[config.mk]
export PLATFORM = sky130hd
export DESIGN_NAME = fault_auto_restart_control
export DESIGN_NICKNAME = d
export VERILOG_FILES = /design/src/hdl/restart_pkg.sv /design/src/hdl/restart_if.sv /design/src/hdl/fault_auto_restart_control.sv /design/src/hdl/fault_classifier.sv /design/src/hdl/tick_counter.sv
export SDC_FILE = /design/constraint.sdc
export NUM_CORES = 1
export LEC_CHECK = 0
export ABC_AREA = 1
export BUFFER_PORTS_ARGS = -buffer_cell sky130_fd_sc_hd__buf_2
export CAP_MARGIN = 0
export CORE_MARGIN = 3
export CORE_UTILIZATION = 40
export DETAILED_ROUTE_END_ITERATION = 10
export GPL_TIMING_DRIVEN = 0
export PLACE_DENSITY_LB_ADDON = 0.2
export SYNTH_ARGS = -nofsm -noshare
export SYNTH_HDL_FRONTEND = slang
export SYNTH_SLANG_ARGS = --single-unit
[constraint.sdc]
create_clock -name sys_clk -period 2.4 [get_ports sys_clk]
set_input_delay 0.48 -clock sys_clk [delete_from_list [all_inputs] [get_ports sys_clk]]
set_output_delay 0.48 -clock sys_clk [all_outputs]
set_load 0.005 [all_outputs]
[src/hdl/restart_pkg.sv]
// Constants and types shared by the fault auto-restart controller.
package restart_pkg;
    localparam int unsigned CLK_MHZ            = 250;
    localparam int unsigned POLL_US            = 5000;
    localparam int unsigned POLL_CYCLES        = POLL_US * CLK_MHZ;
    localparam longint unsigned CLEAN_RUN_S    = 600;
    localparam longint unsigned CLEAN_RUN_CYCLES =
        CLEAN_RUN_S * 64'd1000000 * CLK_MHZ;
    localparam int unsigned LIMIT_W            = 4;
    localparam logic [3:0]  LIMIT_MAX          = 4'hA;
    localparam logic [3:0]  LIMIT_RESET        = 4'h0;
    localparam int unsigned N_FAULT            = 15;
    localparam int unsigned N_CONTACT          = 5;
    localparam logic [7:0]  FUNC_AUTO_RESTART  = 8'h1E;
    localparam logic [1:0]  RIDE_THROUGH_A     = 2'h1;
    localparam logic [1:0]  RIDE_THROUGH_B     = 2'h2;
    // Fault vector bit positions.
    localparam int unsigned F_OVERCURRENT      = 0;
    localparam int unsigned F_GROUND_LEAK      = 1;
    localparam int unsigned F_FUSE_BLOWN       = 2;
    localparam int unsigned F_BUS_HIGH         = 3;
    localparam int unsigned F_BUS_LOW          = 4;
    localparam int unsigned F_SUPPLY           = 5;
    localparam int unsigned F_PHASE_LOSS       = 6;
    localparam int unsigned F_BRAKE_HOT        = 7;
    localparam int unsigned F_BRAKE_SWITCH     = 8;
    localparam int unsigned F_MOTOR_OVERLOAD   = 9;
    localparam int unsigned F_DRIVE_OVERLOAD   = 10;
    localparam int unsigned F_MOTOR_OVERTEMP   = 11;
    localparam int unsigned F_TORQUE_A         = 12;
    localparam int unsigned F_TORQUE_B         = 13;
    localparam int unsigned F_OTHER            = 14;

    typedef enum logic [2:0] {
        ST_RUN   = 3'b000,
        ST_DIAG  = 3'b001,
        ST_POLL  = 3'b010,
        ST_RETRY = 3'b011,
        ST_TRIP  = 3'b100,
        ST_IDLE  = 3'b101
    } restart_state_t;
endpackage : restart_pkg

[src/hdl/restart_if.sv]
// Fault classification signals passed between the controller and classifier.
interface restart_if;
    logic [restart_pkg::N_FAULT-1:0] fault_vec;
    logic [1:0]                      ride_sel;
    logic                            protect_en;
    logic                            any_fault;
    logic                            eligible;
    logic                            hard_fault;
    modport ctrl (output fault_vec, output ride_sel, output protect_en,
                  input any_fault, input eligible, input hard_fault);
    modport cls  (input fault_vec, input ride_sel, input protect_en,
                  output any_fault, output eligible, output hard_fault);
endinterface : restart_if

[src/hdl/fault_auto_restart_control.sv]
// Fault auto-restart controller for a motor drive.
// What this block does
// Restart attempt limit 0..10, default 0, frozen while running.
// After an eligible trip, recheck the fault every 5 ms.
// When the polled fault is absent, start a restart with no command.
// Self-diagnose after a fault; restart only if diagnosis is clean.
// Each eligible fault while running below the limit advances the attempt counter.
// Ten fault-free running minutes restore the counter.
// Only the listed fourteen faults may be retried.
// Any other fault trips normally with no restart.
// Bus low voltage is eligible only with ride-through select 1 or 2.
// Contact outputs selecting code 1E show the auto-restart condition.
// Fault contact during retries: select 0 inactive, 1 active.
// Fault reset after an acknowledged trip clears the restart count.
// Power-up reinitialises the restart count.
// Resistor overheat raises its alarm and lets the motor coast.
// Resistor protection select 1 enables overheat protection, 0 omits.
// At the limit, stop retrying and hold the fault until reset.
module fault_auto_restart_control #(
    parameter longint unsigned CLEAN_RUN_CYCLES =
        restart_pkg::CLEAN_RUN_CYCLES,
    parameter int unsigned     POLL_CYCLES = restart_pkg::POLL_CYCLES
) (
    // Clock and reset.
    input  wire logic                          sys_clk,
    input  wire logic                          srst,
    // Configuration.
    input  wire logic [3:0]                    restart_attempt_limit,
    input  wire logic                          restart_fault_contact_select,
    input  wire logic                          resistor_protect_select,
    input  wire logic [1:0]                    power_loss_ride_through_select,
    input  wire logic [restart_pkg::N_CONTACT*8-1:0]
                                               contact_output_function_select,
    // Drive status and commands.
    input  wire logic                          run_cmd,
    input  wire logic [restart_pkg::N_FAULT-1:0] fault_in,
    input  wire logic                          diag_ok,
    input  wire logic                          fault_reset,
    // Outputs.
    output logic                               drive_enable,
    output logic                               coast_stop,
    output logic                               fault_contact,
    output logic                               auto_restart_active,
    output logic                               resistor_hot_alarm,
    output logic [restart_pkg::N_CONTACT-1:0]  contact_out,
    output logic [3:0]                         attempts_left
);
    restart_if cif ();
    restart_pkg::restart_state_t state_ff;
    logic [3:0] limit_ff;
    logic [3:0] used_ff;
    logic       poll_tick;
    logic       clean_done;
    logic       retrying;
    logic       limit_hit;

    assign cif.fault_vec  = fault_in;
    assign cif.ride_sel   = power_loss_ride_through_select;
    assign cif.protect_en = resistor_protect_select;

    fault_classifier u_cls (
        .cif (cif)
    );

    tick_counter #(.W(24)) u_poll (
        .sys_clk  (sys_clk),
        .srst     (srst),
        .run      (state_ff == restart_pkg::ST_POLL),
        .terminal (24'(POLL_CYCLES)),
        .done     (poll_tick)
    );

    tick_counter #(.W(40)) u_clean (
        .sys_clk  (sys_clk),
        .srst     (srst),
        // A faulted cycle clears the clean-run count, so the clean run starts again from zero.
        .run      ((state_ff == restart_pkg::ST_RUN) && (used_ff != 4'h0) &&
                   !cif.any_fault),
        .terminal (40'(CLEAN_RUN_CYCLES)),
        .done     (clean_done)
    );

    assign limit_hit = (used_ff >= limit_ff);
    assign retrying  = (state_ff == restart_pkg::ST_DIAG) ||
                       (state_ff == restart_pkg::ST_POLL) ||
                       (state_ff == restart_pkg::ST_RETRY);

    // The limit is latched only while stopped so a running drive keeps it.
    always_ff @(posedge sys_clk) begin
        if (srst) begin
            limit_ff <= restart_pkg::LIMIT_RESET;
        end else if (state_ff == restart_pkg::ST_IDLE) begin
            limit_ff <= (restart_attempt_limit > restart_pkg::LIMIT_MAX) ?
                        restart_pkg::LIMIT_MAX : restart_attempt_limit;
        end
    end

    // Attempt bookkeeping.
    always_ff @(posedge sys_clk) begin
        if (srst) begin
            used_ff <= 4'h0;
        end else if (state_ff == restart_pkg::ST_TRIP && fault_reset) begin
            used_ff <= 4'h0;
        end else if (clean_done) begin
            used_ff <= 4'h0;
        end else if (state_ff == restart_pkg::ST_RUN && cif.any_fault &&
                     cif.eligible && !limit_hit) begin
            used_ff <= used_ff + 4'h1;
        end
    end

    // Sequencer.
    always_ff @(posedge sys_clk) begin
        if (srst) begin
            state_ff <= restart_pkg::ST_IDLE;
        end else begin
            unique case (state_ff)
                restart_pkg::ST_IDLE: begin
                    if (cif.any_fault) begin
                        state_ff <= restart_pkg::ST_TRIP;
                    end else if (run_cmd) begin
                        state_ff <= restart_pkg::ST_RUN;
                    end
                end
                restart_pkg::ST_RUN: begin
                    if (cif.hard_fault) begin
                        state_ff <= restart_pkg::ST_TRIP;
                    end else if (cif.eligible) begin
                        state_ff <= limit_hit ? restart_pkg::ST_TRIP
                                              : restart_pkg::ST_DIAG;
                    end else if (!run_cmd) begin
                        state_ff <= restart_pkg::ST_IDLE;
                    end
                end
                restart_pkg::ST_DIAG: begin
                    state_ff <= diag_ok ? restart_pkg::ST_POLL
                                        : restart_pkg::ST_TRIP;
                end
                restart_pkg::ST_POLL: begin
                    if (cif.hard_fault) begin
                        state_ff <= restart_pkg::ST_TRIP;
                    end else if (poll_tick && !cif.any_fault) begin
                        state_ff <= restart_pkg::ST_RETRY;
                    end
                end
                restart_pkg::ST_RETRY: begin
                    state_ff <= restart_pkg::ST_RUN;
                end
                restart_pkg::ST_TRIP: begin
                    if (fault_reset && !cif.any_fault) begin
                        state_ff <= restart_pkg::ST_IDLE;
                    end
                end
                default: begin
                    state_ff <= restart_pkg::ST_IDLE;
                end
            endcase
        end
    end

    // Registered outputs.
    always_ff @(posedge sys_clk) begin
        if (srst) begin
            drive_enable        <= 1'b0;
            coast_stop          <= 1'b0;
            fault_contact       <= 1'b0;
            auto_restart_active <= 1'b0;
            resistor_hot_alarm  <= 1'b0;
            attempts_left       <= 4'h0;
        end else begin
            drive_enable  <= (state_ff == restart_pkg::ST_RUN) &&
                             !cif.any_fault;
            coast_stop    <= (state_ff != restart_pkg::ST_RUN) ||
                             cif.any_fault;
            fault_contact <= (state_ff == restart_pkg::ST_TRIP) ||
                             (retrying && restart_fault_contact_select);
            auto_restart_active <= retrying;
            resistor_hot_alarm  <= fault_in[restart_pkg::F_BRAKE_HOT] &&
                                   resistor_protect_select;
            attempts_left <= limit_hit ? 4'h0 : 4'(limit_ff - used_ff);
        end
    end

    generate
        for (genvar i = 0; i < restart_pkg::N_CONTACT; i++) begin : g_contact
            always_ff @(posedge sys_clk) begin
                if (srst) begin
                    contact_out[i] <= 1'b0;
                end else begin
                    contact_out[i] <= retrying &&
                        (contact_output_function_select[i*8 +: 8] ==
                         restart_pkg::FUNC_AUTO_RESTART);
                end
            end
        end
    endgenerate

    property p_hard_trip;
        @(posedge sys_clk) disable iff (srst)
        (state_ff == restart_pkg::ST_RUN && cif.hard_fault)
            |=> state_ff == restart_pkg::ST_TRIP;
    endproperty
    a_hard_trip: assert property (p_hard_trip)
        else $error("hard fault did not trip");

    property p_diag_bad;
        @(posedge sys_clk) disable iff (srst)
        (state_ff == restart_pkg::ST_DIAG && !diag_ok)
            |=> state_ff == restart_pkg::ST_TRIP;
    endproperty
    a_diag_bad: assert property (p_diag_bad)
        else $error("failed diagnosis did not trip");

    property p_poll_wait;
        @(posedge sys_clk) disable iff (srst)
        $rose(state_ff == restart_pkg::ST_POLL)
            |-> !poll_tick;
    endproperty
    a_poll_wait: assert property (p_poll_wait)
        else $error("poll tick came too early");

    property p_retry;
        @(posedge sys_clk) disable iff (srst)
        (state_ff == restart_pkg::ST_POLL && poll_tick && !cif.any_fault)
            |=> state_ff == restart_pkg::ST_RETRY ##1
                state_ff == restart_pkg::ST_RUN;
    endproperty
    a_retry: assert property (p_retry)
        else $error("clear poll did not restart");

    property p_limit;
        @(posedge sys_clk) disable iff (srst)
        (state_ff == restart_pkg::ST_RUN && cif.eligible && limit_hit)
            |=> state_ff == restart_pkg::ST_TRIP;
    endproperty
    a_limit: assert property (p_limit)
        else $error("retry beyond limit");

    property p_count;
        @(posedge sys_clk) disable iff (srst)
        (state_ff == restart_pkg::ST_RUN && cif.eligible && !limit_hit &&
         !clean_done) |=> used_ff == $past(used_ff) + 4'h1;
    endproperty
    a_count: assert property (p_count)
        else $error("attempt counter did not advance");

    property p_reset_count;
        @(posedge sys_clk) disable iff (srst)
        (state_ff == restart_pkg::ST_TRIP && fault_reset) |=> used_ff == 4'h0;
    endproperty
    a_reset_count: assert property (p_reset_count)
        else $error("fault reset kept the count");

    property p_contact;
        @(posedge sys_clk) disable iff (srst)
        (retrying && !restart_fault_contact_select) |=> !fault_contact;
    endproperty
    a_contact: assert property (p_contact)
        else $error("fault contact active during retry");

    property p_limit_max;
        @(posedge sys_clk) disable iff (srst)
        limit_ff <= restart_pkg::LIMIT_MAX;
    endproperty
    a_limit_max: assert property (p_limit_max)
        else $error("limit above ten");

    property p_poll_hold;
        @(posedge sys_clk) disable iff (srst)
        (state_ff == restart_pkg::ST_POLL && !poll_tick && !cif.hard_fault)
            |=> state_ff == restart_pkg::ST_POLL;
    endproperty
    a_poll_hold: assert property (p_poll_hold)
        else $error("left polling between checks");

    property p_limit_frozen;
        @(posedge sys_clk) disable iff (srst)
        (state_ff != restart_pkg::ST_IDLE) |=> limit_ff == $past(limit_ff);
    endproperty
    a_limit_frozen: assert property (p_limit_frozen)
        else $error("limit changed while not idle");

    property p_clean_restore;
        @(posedge sys_clk) disable iff (srst)
        clean_done |=> used_ff == 4'h0;
    endproperty
    a_clean_restore: assert property (p_clean_restore)
        else $error("clean run did not restore the count");

    property p_alarm;
        @(posedge sys_clk) disable iff (srst)
        (fault_in[restart_pkg::F_BRAKE_HOT] && resistor_protect_select)
            |=> resistor_hot_alarm && coast_stop;
    endproperty
    a_alarm: assert property (p_alarm)
        else $error("resistor overheat without alarm and coast");

    property p_contact_idle;
        @(posedge sys_clk) disable iff (srst)
        !retrying |=> contact_out == '0;
    endproperty
    a_contact_idle: assert property (p_contact_idle)
        else $error("restart contact active outside retry");

    c_retry: cover property (@(posedge sys_clk)
        state_ff == restart_pkg::ST_RETRY);
    c_trip: cover property (@(posedge sys_clk)
        state_ff == restart_pkg::ST_TRIP && fault_reset);
    c_clean: cover property (@(posedge sys_clk) clean_done);
    c_limit: cover property (@(posedge sys_clk)
        state_ff == restart_pkg::ST_RUN && cif.eligible && limit_hit);
endmodule : fault_auto_restart_control

[src/hdl/fault_classifier.sv]
// Sorts active faults into restart-eligible and protective-trip classes.
module fault_classifier (
    restart_if.cls cif
);
    logic [restart_pkg::N_FAULT-1:0] masked;
    logic [restart_pkg::N_FAULT-1:0] elig_mask;

    always_comb begin
        masked = cif.fault_vec;
        // Resistor overheat is only seen when its protection is enabled.
        masked[restart_pkg::F_BRAKE_HOT] =
            cif.fault_vec[restart_pkg::F_BRAKE_HOT] & cif.protect_en;
        elig_mask = '1;
        elig_mask[restart_pkg::F_OTHER] = 1'b0;
        elig_mask[restart_pkg::F_BUS_LOW] =
            (cif.ride_sel == restart_pkg::RIDE_THROUGH_A) ||
            (cif.ride_sel == restart_pkg::RIDE_THROUGH_B);
    end

    assign cif.any_fault  = |masked;
    assign cif.hard_fault = |(masked & ~elig_mask);
    assign cif.eligible   = (|masked) && !cif.hard_fault;
endmodule : fault_classifier

[src/hdl/tick_counter.sv]
// Counter, cleared whenever run is low, that pulses done on the terminal-th cycle of run.
module tick_counter #(
    parameter int unsigned W = 40
) (
    input  wire logic         sys_clk,
    input  wire logic         srst,
    input  wire logic         run,
    input  wire logic [W-1:0] terminal,
    output logic              done
);
    logic [W-1:0] cnt_ff;

    always_ff @(posedge sys_clk) begin
        if (srst || !run || done) begin
            cnt_ff <= '0;
        end else begin
            cnt_ff <= cnt_ff + 1'b1;
        end
    end

    assign done = run && (cnt_ff == terminal - 1'b1);
endmodule : tick_counter

Word level (Yosys, flattened, before mapping). Cells that the tools add are included.

RAM bits: 0. Register bits after elaboration: 89. Logic and storage cells: 96. Memories kept: 0. Bits in read-only memories: 0. Input bits: 68. Bits in latches: 0.

Divide/modulo/power cells: 0. Mux-type cells: 12. Bitwise operators: 3. $mul: 0. Magnitude comparators: 2. Shift operators: 0. Equality and inequality tests: 18. Reductions and logical operators: 41. Add/subtract/negate cells: 4.

Operators with widths (number): 40-bit by 1-bit adder with 40-bit output, second input constant (1); 40-bit by 38-bit equality test with 1-bit output, second input constant (1); 8-bit by 5-bit equality test with 1-bit output, second input constant (5); 3-bit 2-to-1 mux (10); 15-bit OR reduction (2); 24-bit by 1-bit adder with 24-bit output, second input constant (1); 24-bit by 21-bit equality test with 1-bit output, second input constant (1); 1-bit logical AND (19); 3-bit case mux with 6 select lines (1); 15-bit bitwise AND (1); 14-bit inverter with 15-bit output (1); 1-bit logical OR (9); 3-bit by 2-bit equality test with 1-bit output, second input constant (2); 3-bit equality test, second input constant (2); 3-bit != test, second input constant (2); 1-bit logical NOT (5); 4-bit by 1-bit adder with 4-bit output, second input constant (1); 4-bit greater-or-equal comparator (1); 4-bit greater-than comparator, second input constant (1); 4-bit 2-to-1 mux (1); 4-bit by 3-bit != test with 1-bit output, second input constant (1); 4-bit AND reduction (1); 4-bit nonzero test (1); 4-bit subtractor (1); 9 further kinds (9).

Logic depth before layout (Yosys ltp). Gate-level depths: netlist (run 1).

Depth in word-level cells: 10. Depth in mapped cells: 13. Depth with buffers taken out: 13.

Cells and area by module. A second synthesis (run 1) with hierarchy kept.

Cell total of the unflattened synthesis: 1299. Area total of the unflattened synthesis: 7649.8 um^2.

Modules (own cells, without submodules): tick_counter at u_clean (area each 4042.6 um^2, cells an instance 724, instances 1); tick_counter at u_poll (area each 2179.6 um^2, cells an instance 361, instances 1); fault_auto_restart_control (area each 1327.5 um^2, cells an instance 191, instances 1); fault_classifier (area each 100.1 um^2, cells an instance 23, instances 1).

Worst setup path after synthesis (run 1). No wires, ideal clock.

Kind: register -> register. Start: reg used_ff[0]. End: reg used_ff[3]. Data required time: 2334 ps. Arrival: 1690 ps. Path slack: 644 ps. Cell stages (with the launch flop): 12. Path buffers: 0. Path through: dfxtp_1 -> ha_1 -> fa_1 -> nor2_1 -> o21ai_0 -> inv_1 -> nand3_1 -> nor2_1 -> nand2_1 -> o21ai_0 -> inv_1 -> nor2_1.

Longest elaborated chain between the ends: 5. Elaborated cells on any way between the ends: 9.

RTL lines: from (decl) (line fault_auto_restart_control.sv:51) `logic [3:0] used_ff;`; from (signal assigned) (line fault_auto_restart_control.sv:108) `used_ff <= used_ff + 4'h1;`; parallel branches: the longest is 5 deep, another holds 4-bit greater-or-equal comparator.

Parallel ways; which one is timed is not known. A chain may end at the register's enable or synchronous reset.

Final worst setup path (run 1). Ends and elaborated chain as after synthesis.

==> impl_results.md, run 1 <==
* Outcome: finished clean
* Die Height at 116 microns
* Slew headroom at between 60% and 70%
* Post-synth top cells: 139 x nand2_1, 137 x nor2_1, 100 x inv_1
* Synth Instances at 691
* Synth Net Count at between 700 and 800
* Placed cell area at ~5400 sq um
* Max cap viols at 0
* Async S/R FF share, synth at 0%
* CTS tree: built
* Hold path cells at 2
* Area growth, synth to finish at 18.1%
* Final Core Density at 49.1%
* Resized cells post-CTS at 0
* Period utilization at 83.8%
* DR DRC count at 0
* Non-Filler Instances at slightly above 900
* Post-synthesis sequential area ratio at between 30 and 40%
* Antenna diode count at 0
* GRT Util Overall at between 15 and 20%
* Port-buffer cells at 80
* Top cells by area, synth: dfxtp_1 37%, nand2_1 11%, nor2_1 11%
* Final worst slack at 390 ps
* CP Launch Type: flip-flop
* CTS Buf Count at 9
* P_leak at 2.32 nW
* Global-route wire length before repair at between 15000 and 20000 microns
* Top-area cell type share of the netlist area at a little under two fifths
* Routability cong. at approximately 0.90
* Unrepaired setup endpoints after global routing: false
* Vias per inst at just under 5
* Row count at 39
* Hold_ws at approximately 370 ps
* Setup TNS at 0 ps
* Cell taking the most area after synthesis: dfxtp_1
* Critical path class: reg2reg
* Layout cells sized above 1 at between 15 and 20%
* CTS Root Cell: clkbuf_16
* Cell Pwr Density at between 500 and 600 nW/um^2
* DP Worst Slack at 364 ps
* Most common cell in the netlist: nand2_1
* R2R depth at 11
* GRT Residual Overflow at 0
* Critical path endpoint category: flip-flop
* Ys flop type: dfxtp_1
* Flops & latches, synth at slightly below 90
* Pin slew with the least headroom to its limit at between 400 and 500 ps
* Worst-path clk slew at roughly 60 ps
* Mapped Area at between 4000 and 5000 sq um
* YS warnings at 0
* Setup bufs post-CTS at 0
* Clock buffer depth at 2
* Initial core utilization at between 40% and 50%
* Largest net degree at the start of global routing at 14
* WL per Instance at between 10 and 15 microns
* Cts-stage hold buffer count at 0
* Nets at between 800 and 900
* Crit path max fanout at 5
* Syn Area/Cell at between 6 and 7 sq um
* Hold Vio Cnt, Final at 0
* Max Slew Vio Count at 0
* Peak Freq at 497 MHz
* Layout Skew at ~5.8 ps
* Total number of vias at ~4500
* Final instance area at 5680 sq um
* I/O pins at slightly above 80
* Worst vdd ir at roughly 0.00035 V
* Min Tclk post-route at roughly 2000 ps
* Unique cell type count in the Yosys netlist at 45
* H-tree depth at 3
* Die Wd at approximately 120 microns
* Placed Cells at 914
* CTS Sinks at a little under 90
* Setup Viol. Count Final at 0
* Initial antenna violation count at 0
* Post-synth EDFFs at 0
* Antenna Violating Nets Remaining at 0
* Clk_lat worst skew at ~340 ps
* Hold/Removal Path Class: in2reg
* Total wire length at 10500 microns
* Die area at 13400 sq um
* Core area at 11600 sq um
* Data arrival time of the critical path at between 2000 and 2500 ps
* Crit path required time at 2680 ps
* DP Wirelength at 8290 microns
* TritonRoute pass-1 iters at 4
* Total design power at 3.25 mW
* Iter 0 DRT Violations at ~150
* Vias in the first global route at around 4200
sequential cells by signal (all words and copies together), names as in the netlist:
name                 flops
attempts_left            4
u_clean.cnt_ff          40
state_ff                 3
fault_contact            1
u_poll.cnt_ff           24
contact_out              5
resistor_hot_alarm       1
auto_restart_active      1
limit_ff                 4
drive_enable             1
used_ff                  4
coast_stop               1
per-layer routing:
layer,share of wire [%],track usage [%],wire length [microns],vias up
met5,0,0,0,-
met4,1.9,7.27,202,0
li1,-,-,-,2385
met2,48,28.0,4980,97
met3,5.1,3.55,538,12
met1,45,20.8,4750,1980
worst paths after layout:
check	start	end	slack [ps]
hold reg to reg	u_poll.cnt_ff[0]	u_poll.cnt_ff[0]	450
setup / recovery	used_ff[0]	used_ff[3]	390
setup reg to reg	used_ff[0]	used_ff[3]	390
hold / removal	restart_fault_contact_select	fault_contact	370
power breakdown:
part / switching, mW / internal [mW]
logic: 0.183 / 0.139
registers: 0.0235 / 1.52
clock network: 0.558 / 0.833
total: 0.765 / 2.49
cell families after synthesis:
family	after synthesis	share of synthesized area (%)
AOI/OAI and AO/OA	47	5.83
buffers and inverters	109	9.03
DFF	89	37.0
and+or+nand+nor	414	41.4
xor gates and xnor gates	23	4.19
adders and majority gates	9	2.50
layout by cell type, fill, tap and decap left out, types with 3 or more instances in the layout:
cell / netlist / layout
nand3b_1: 3 / 3
nor3_1: 28 / 28
nand2_4: 3 / 3
xor2_1: 19 / 19
a211oi_1: 3 / 3
dfxtp_1: 89 / 89
nor3_2: 5 / 5
nand4_1: 21 / 21
nor3b_2: 4 / 4
nand3_1: 38 / 38
nand3_2: 4 / 4
nor4_1: 6 / 6
o21ai_0: 10 / 10
buf_2: 2 / 82
inv_1: 100 / 100
nand3_4: 3 / 3
xnor2_1: 4 / 4
clkbuf_1: 1 / 4
ha_1: 8 / 8
nor2_2: 7 / 7
clkbuf_16: 0 / 9
nor2_4: 5 / 5
nand2_1: 139 / 139
a21oi_1: 24 / 24
nor2_1: 137 / 137
area by class of cell:
type                    instances  area, sq um
multi-input cells             493         2590
inverters                     102          383
plain buffers                   7         51.3
flip-flops and latches         89         1780
clock buffers                  13          250
repair buffers                 80          400
well taps                     143          179
clock inverters                 3         40.0
fillers                      1173         5890
critical path: stages (launching register included):
cell and delay (ps):
dfxtp_1 360, ha_1 230, fa_1 410, nor2_1 120, o21ai_0 150, inv_1 110, nand3_1 90, nor2_1 190
nand2_1 60, o21ai_0 70, inv_1 60, nor2_1 90
Power figures use the tool's default switching activity.
==> inputs of run 2 (changes only) <==
--- a/config.mk
+++ b/config.mk
@@ -5,7 +5,7 @@
 export SDC_FILE = /design/constraint.sdc
 export NUM_CORES = 1
 export LEC_CHECK = 0
-export ABC_AREA = 1
+export ABC_AREA = 0
 export BUFFER_PORTS_ARGS = -buffer_cell sky130_fd_sc_hd__buf_2
 export CAP_MARGIN = 0
 export CORE_MARGIN = 3
==> constraint.sdc (replaced) <==
create_clock -name sys_clk -period 1.6 [get_ports sys_clk]
set_input_delay 0.32 -clock sys_clk [delete_from_list [all_inputs] [get_ports sys_clk]]
set_output_delay 0.32 -clock sys_clk [all_outputs]
set_load 0.005 [all_outputs]
==> run 2 against run 1 <==
Effect of this change: critical endpoint is now state_ff[0]; sequential power up 46%; final area up 6.2%; non-clock buffer count up 51; critical path type unchanged; setup slack worse by 680 ps; sequential share of layout area down 1.1 points; the flow now finishes with violations (negative setup slack); synthesized cell count down 33%; largest cell class unchanged; flip-flop and latch count unchanged.
==> impl_results.md, run 2 <==
* Iter 0 DRT Violations at 142 (-2.7%)
* Post-synthesis sequential area ratio at 42.9% (+5.8 points)
* Slew headroom at 68.5% (+0.66 points)
* Global-route wire length before repair at 16700 microns (-8.2%)
* Layout Skew at 8.35 ps (+2.53 ps)
* Cell Pwr Density at 722 nW/um^2 (+26%)
* Clk_lat worst skew at 360 ps (+20 ps)
* Ys flop type: dfxtp_1
* Non-Filler Instances at 736 (-21%)
* I/O pins at 82 (unchanged)
* Synth Net Count at 542 (-29%)
* CTS tree: built
* GRT Util Overall at 17.8% (+1.1 points)
* Top-area cell type share of the netlist area at 42.9% (+5.8 points)
* Synth Instances at 465 (-33%)
* Hold Vio Cnt, Final at 0 (unchanged)
* Period utilization at 118% (+34 points)
* Largest net degree at the start of global routing at 16 (+2)
* Biggest register: u_clean.cnt_ff
* FF+latch area at 1830 sq um (+2.5%)
* Syn Area/Cell at 8.94 sq um (+28%)
* Async S/R FF share, synth at 0% (unchanged)
* CTS Sinks at 89 (unchanged)
* Outcome: complete, but fails checks
* Combinational Power Share at 8.3% (-1.6 points)
* Flops & latches, synth at 89 (unchanged)
* Area growth, synth to finish at 45.2%
* CTS Root Cell: clkbuf_8
* Top cells by area, synth: dfxtp_1 43%, xor2_1 9.7%, nor2_1 7.0%
* Peak Freq at 530 MHz (+6.5%)
* Largest regs: u_clean.cnt_ff x40, u_poll.cnt_ff x24, contact_out x5
* Hold path cells at 3 (+1)
* R2R depth at 5 (-6)
* Total wire length at 10300 microns (-1.9%)
* H-tree depth at 3 (unchanged)
* Vias per inst at 5.10 (+5.9%)
* Crit path max fanout at 2 (-3)
* CTS Buf Count at 9 (unchanged)
* GRT Residual Overflow at 0 (unchanged)
* Critical path class: reg2reg
* Worst-path clk slew at 90 ps (+30 ps)
* Post-synth top cells: 89 x dfxtp_1, 78 x nor2_1, 46 x xor2_1
* Unique cell type count in the Yosys netlist at 49 (+8.9%)
* Unrepaired setup endpoints after global routing: true
* Slowest CP cell: or4b_4
* Sequential share of power at 51.7% (+4.3 points)
* Hold/Removal Path Class: in2reg
* P_leak at 2.28 nW (-1.7%)
* Final instance area at 6030 sq um (+6.2%)
* Layout fillers at 851 (-27%)
* Antenna diode count at 0 (unchanged)
* Max Slew Vio Count at 0 (unchanged)
* Cell Chain, Critical Path: or4b_4 -> nor4_4 -> o22ai_1 -> or3_1 -> a22oi_1
* TritonRoute pass-1 iters at 4 (unchanged)
* Core area at 9950 sq um (-14%)
* Final worst slack at -287 ps (-677 ps)
* Placed Cells at 679 (-26%)
* HP Start: restart_fault_contact_select
* Post-synth EDFFs at 0 (unchanged)
* Total number of vias at 3750 (-16%)
* Crit path required time at 1880 ps (-800 ps)
* Cts-stage hold buffer count at 0 (unchanged)
* Antenna Violating Nets Remaining at 0 (unchanged)
* Port-buffer cells at 81 (+1.3%)
* Area of the multi-input gates at 2700 sq um (+4.1%)
* R2r setup slk at -290 ps (-680 ps)
* Setup Viol. Count Final at 74 (+74)
* Internal power at 3.34 mW (+34%)
* Layout cells sized above 1 at 45.9% (+28 points)
* Most common cell after layout, fill and taps aside: buf_2
* Reg-to-Reg End: state_ff[0]
* Placed cell area at 4830 sq um (-10%)
* WL per Instance at 14.0 microns (+24%)
* Worst vdd ir at 0.000577 V (+66%)
* YS warnings at 0 (unchanged)
* Pin slew with the least headroom to its limit at 472 ps (-9.93 ps)
* Max incr delay on CP at 540 ps (+130 ps)
* Failing checks: negative setup slack
* Most common cell in the netlist: dfxtp_1
* DP Wirelength at 6680 microns (-19%)
* Most frequent cells in the layout: 76 x buf_2, 65 x dfxtp_1, 47 x nor2_1
* Vias in the first global route at 3736 (-11%)
* Hold worst-path end: fault_contact
* Initial core utilization at 41.7% (+0.15 points)
* CP Launch Type: flip-flop
* Clock power frac at 40.0% (-2.7 points)
* DP Worst Slack at -633 ps (-997 ps)
* Clock buffer depth at 2 (unchanged)
* Reg2reg start: u_poll.cnt_ff[18]
* Data arrival time of the critical path at 2170 ps (-120 ps)
* Cell taking the most area after synthesis: dfxtp_1
* Critical path endpoint category: flip-flop
* Mapped Area at 4160 sq um (-14%)
* DR DRC count at 0 (unchanged)
* Die Height at 108 microns (-6.7%)
* Max cap viols at 0 (unchanged)
* Die area at 11600 sq um (-13%)
* Nets at 675 (-21%)
* Die Wd at 108 microns (-6.7%)
* Min Tclk post-route at 1890 ps (-123 ps)
* Hold_ws at 164 ps (-204 ps)
* Initial antenna violation count at 0 (unchanged)
* Max reg flops at 40 (unchanged)
* Routability cong. at 0.838 (-7.0%)
* Sw Share at 23.3% (-0.19 points)
* Total design power at 4.35 mW (+34%)
* Sw Pwr at 1.01 mW (+33%)
* Row count at 36 (-7.7%)
==> run 2: cell types whose count changed after synthesis, sizes merged, moves of 10 or more <==
| cell | before | now |
|---|---|---|
| a21oi | 25 | 11 |
| nor3 | 34 | 12 |
| nand3 | 45 | 27 |
| nor2 | 151 | 90 |
| inv | 102 | 13 |
| nand2 | 142 | 25 |
| and4 | 0 | 10 |
| xor2 | 19 | 46 |
| xnor2 | 4 | 19 |
==> run 2: cells by family (layout without fill, tap and decap cells) <==
family          Yosys count  count (layout)  share of synthesized area [%]
compound gates           31              31                           5.06
xor+xnor                 65              65                           13.7
fa+ha+maj                 9               9                           2.89
buf+inv                  29             167                           3.73
flops                    89              89                           42.9
mux                       1               1                          0.241
simple gates            241             241                           31.5
==> run 2: final cells by class <==
cell class              instances  area share, %
inverters                      13          0.809
well taps                     133           2.76
clock inverters                 6           1.49
clock buffers                  10           2.28
flip-flops and latches         89           30.3
plain buffers                  13           2.70
multi-input cells             347           44.8
repair buffers                125           14.9
==> run 2: per-layer routing <==
layer  wire length [microns]  share of wire (%)  global-route usage [%]
met1                    4080                 40                    19.9
met5                       0                  0                       0
met4                      87               0.85                    3.34
met2                    5620                 55                    33.3
met3                     492                4.8                    5.46
==> run 2: how the worst max path moves through the flow <==
stage | start | slack (ps) | depth (start not counted) | end
floorplan | limit_ff[0] | -310 | 9 | used_ff[3]
global placement | u_clean.cnt_ff[0] | -630 | 8 | u_clean.cnt_ff[34]
detailed placement | u_clean.cnt_ff[2] | -630 | 7 | u_clean.cnt_ff[34]
CTS | limit_ff[0] | -290 | 9 | used_ff[3]
global route | limit_ff[0] | -360 | 9 | state_ff[2]
finish | u_poll.cnt_ff[18] | -290 | 5 | state_ff[0]
==> run 2: stage by stage <==
stage / util, % / setup TNS (ps)
final: 60.6 / -13150
after global routing: 60.6 / -17730
after CTS: 57.4 / -9880
after detailed placement: 48.6 / -28770
after global placement: 48.6 / -27170
after floorplan: - / -10990
==> run 2: power groups by stage <==
stage / Sequential, mW / Combinational [mW] / Clock [mW]
2_1_floorplan: 2.31 / 0.181 / 0
3_3_place_gp: 2.31 / 0.326 / 0
3_5_place_dp: 2.31 / 0.332 / 0
4_1_cts: 2.25 / 0.351 / 1.79
5_1_grt: 2.26 / 0.402 / 1.90
6_report: 2.25 / 0.360 / 1.74
==> run 2: critical path: cells and delay by family, from the launching register on <==
family,cells,cell delay [ps]
AO/OA/AOI/OAI,2,260
flip-flops,1,340
AND/OR/NAND/NOR,3,1210
==> run 2: timing repair <==
action / in CTS / in global routing
gates cloned: 5 / 1
setup endpoints to repair: 76 / 77
gates resized for setup: 91 / 72
buffers inserted: 29 / 11
pin swaps: 41 / 17
==> inputs of run 3 (changes only) <==
--- a/config.mk
+++ b/config.mk
@@ -8,8 +8,10 @@
 export ABC_AREA = 0
 export BUFFER_PORTS_ARGS = -buffer_cell sky130_fd_sc_hd__buf_2
 export CAP_MARGIN = 0
+export CELL_PAD_IN_SITES_DETAIL_PLACEMENT = 1
+export CELL_PAD_IN_SITES_GLOBAL_PLACEMENT = 1
 export CORE_MARGIN = 3
-export CORE_UTILIZATION = 40
+export CORE_UTILIZATION = 37
 export DETAILED_ROUTE_END_ITERATION = 10
 export GPL_TIMING_DRIVEN = 0
 export PLACE_DENSITY_LB_ADDON = 0.2
==> run 3 against run 2 <==
Effect of this change: the flow still finishes with violations (negative setup slack); first-iteration DRC count down 22%; final cell count up 2.4%; maximum frequency down 1.4%; final area up 5.4%; sequential power about the same; core utilization down 2.2 points; clock-buffer cell count up 3; highest routed layer unchanged.
==> impl_results.md, run 3 (synthesis gave the netlist of run 2 again) <==
* Internal power at 3.30 mW (-1.3%)
* Sequential share of power at 52.0% (+0.3 points)
* Largest net degree at the start of global routing at 14 (-2)
* H-tree depth at 3 (unchanged)
* Global-route wire length before repair at 19200 microns (+15%)
* Die Wd at 112 microns (+3.8%)
* CTS Root Cell: clkbuf_8
* Max Slew Vio Count at 0 (unchanged)
* Clk_lat worst skew at 370 ps (about the same)
* WL per Instance at 16.5 microns (+18%)
* Largest regs: u_clean.cnt_ff x40, u_poll.cnt_ff x24, contact_out x5
* Clock buffer depth at 2 (unchanged)
* GRT Util Overall at 18.6% (+0.77 points)
* Hold path cells at 3 (unchanged)
* Max incr delay on CP at 370 ps (-170 ps)
* Vias in the first global route at 4088 (+9.4%)
* CTS tree: built
* Iter 0 DRT Violations at 111 (-22%)
* Cts-stage hold buffer count at 0 (unchanged)
* Outcome: complete, but fails checks
* Cell Chain, Critical Path: ha_4 -> fa_2 -> nor2b_4 -> o21a_1 -> o2111ai_4 -> buf_4 -> mux2i_1 -> nor2_1
* Pin slew with the least headroom to its limit at 509 ps (+36.7 ps)
* Worst-path clk slew at 90 ps (about the same)
* Biggest register: u_clean.cnt_ff
* Final worst slack at -314 ps (-27.1 ps)
* GRT Residual Overflow at 0 (unchanged)
* Peak Freq at 522 MHz (-1.4%)
* Port-buffer cells at 81 (unchanged)
* I/O pins at 82 (unchanged)
* Setup Viol. Count Final at 74 (unchanged)
* Hold_ws at 143 ps (-21.0 ps)
* CTS Buf Count at 9 (unchanged)
* Routability cong. at 0.795 (-5.1%)
* Slowest CP cell: dfxtp_4
* R2R depth at 8 (+3)
* Setup TNS at -12280 ps (+873 ps)
* DR DRC count at 0 (unchanged)
* Period utilization at 120% (+1.7 points)
* CTS Sinks at 89 (unchanged)
* Failing checks: negative setup slack
* Hold/Removal Path Class: in2reg
* Core area at 10900 sq um (+9.4%)
* Most frequent cells in the layout: 79 x buf_2, 59 x dfxtp_1, 43 x buf_4
* Vias per inst at 5.18 (+1.6%)
* Crit path max fanout at 4 (+2)
* CP Launch Type: flip-flop
* Hold Vio Cnt, Final at 0 (unchanged)
* Nets at 687 (+1.8%)
* Data arrival time of the critical path at 2180 ps (about the same)
* Total number of vias at 3902 (+4.1%)
* Sw Pwr at 1.02 mW (+0.11%)
* Area growth, synth to finish at 53.0%
* Sw Share at 23.6% (+0.25 points)
* DP Wirelength at 7760 microns (+16%)
* Worst vdd ir at 0.000503 V (-13%)
* Initial antenna violation count at 0 (unchanged)
* Most common cell after layout, fill and taps aside: buf_2
* Cell Pwr Density at 678 nW/um^2 (-6.0%)
* Initial core utilization at 38.2% (-3.6 points)
* Row count at 38 (+5.6%)
* Layout fillers at 1212 (+42%)
* Critical path class: reg2reg
* Clock power frac at 39.1% (-0.9 points)
* Antenna Violating Nets Remaining at 0 (unchanged)
* Antenna diode count at 0 (unchanged)
* Crit path required time at 1870 ps (about the same)
* Max cap viols at 0 (unchanged)
* Unrepaired setup endpoints after global routing: true
* Slew headroom at 66.1% (-2.4 points)
* Final Core Density at 58.4% (-2.2 points)
* Min Tclk post-route at 1910 ps (+27.1 ps)
* P_leak at 2.40 nW (+5.4%)
* TritonRoute pass-1 iters at 4 (unchanged)
* Max reg flops at 40 (unchanged)
* Total wire length at 12500 microns (+21%)
* Layout Skew at 11.1 ps (+2.71 ps)
* Die area at 12500 sq um (+7.7%)
* Layout cells sized above 1 at 53.4% (+7.5 points)
* Critical path endpoint category: flip-flop
* Die Height at 112 microns (+3.8%)
* Combinational Power Share at 8.8% (+0.5 points)
## run 3: what timing repair did
item | in CTS | in global routing
pin swaps | 37 | 33
gates cloned | 4 | 3
endpoints found under the setup margin | 79 | 80
resized for setup | 110 | 111
setup buffers | 33 | 18
## run 3: per-layer routing
layer / share of wire, % / global-route usage (%) / up-vias
li1: - / - / 1896
met1: 41 / 21.3 / 1911
met2: 54 / 34.3 / 78
met3: 3.8 / 4.29 / 17
met4: 1.4 / 5.37 / 0
met5: 0 / 0 / -
## run 3: critical path: cells and delay by family (launching register included)
| family | cells | cell delay (ps) |
|---|---|---|
| fa+ha+maj | 2 | 530 |
| simple gates | 2 | 200 |
| buf+inv | 1 | 190 |
| mux | 1 | 170 |
| flops | 1 | 370 |
| compound gates | 2 | 360 |
## run 3: path summary, 6_finish.rpt
kind	startpoint	end	slack, ps
setup / recovery	used_ff[0]	used_ff[1]	-310
hold / removal	restart_fault_contact_select	fault_contact	140
setup reg to reg	used_ff[0]	used_ff[1]	-310
hold reg to reg	limit_ff[3]	limit_ff[3]	480
## run 3: per-stage QoR
stage / total power [mW] / worst slack (ps) / area, sq um / cells
after detailed placement: 2.65 / -660 / 4840 / 686
after CTS: 4.34 / -282 / 5740 / 736
after floorplan: 2.49 / -308 / 4260 / 465
final: 4.31 / -314 / 6360 / 754
after global routing: 4.51 / -380 / 6360 / 754
after global placement: 2.64 / -670 / 4840 / 686
## run 3: power groups by stage
stage | Combinational [mW] | Sequential [mW] | Clock, mW
6_report | 0.381 | 2.24 | 1.69
5_1_grt | 0.427 | 2.25 | 1.84
4_1_cts | 0.362 | 2.24 | 1.73
3_5_place_dp | 0.338 | 2.31 | 0
3_3_place_gp | 0.328 | 2.31 | 0
2_1_floorplan | 0.181 | 2.31 | 0
## run 3: layout make-up
| class | instances | area, sq um | share of cell area (%) |
|---|---|---|---|
| repair buffers | 138 | 1010 | 15.9 |
| plain buffers | 12 | 164 | 2.58 |
| clock buffers | 13 | 179 | 2.81 |
| inverters | 13 | 51.3 | 0.807 |
| multi-input cells | 347 | 2900 | 45.6 |
| flip-flops and latches | 89 | 1840 | 29.0 |
| clock inverters | 2 | 35.0 | 0.551 |
| well taps | 140 | 175 | 2.76 |
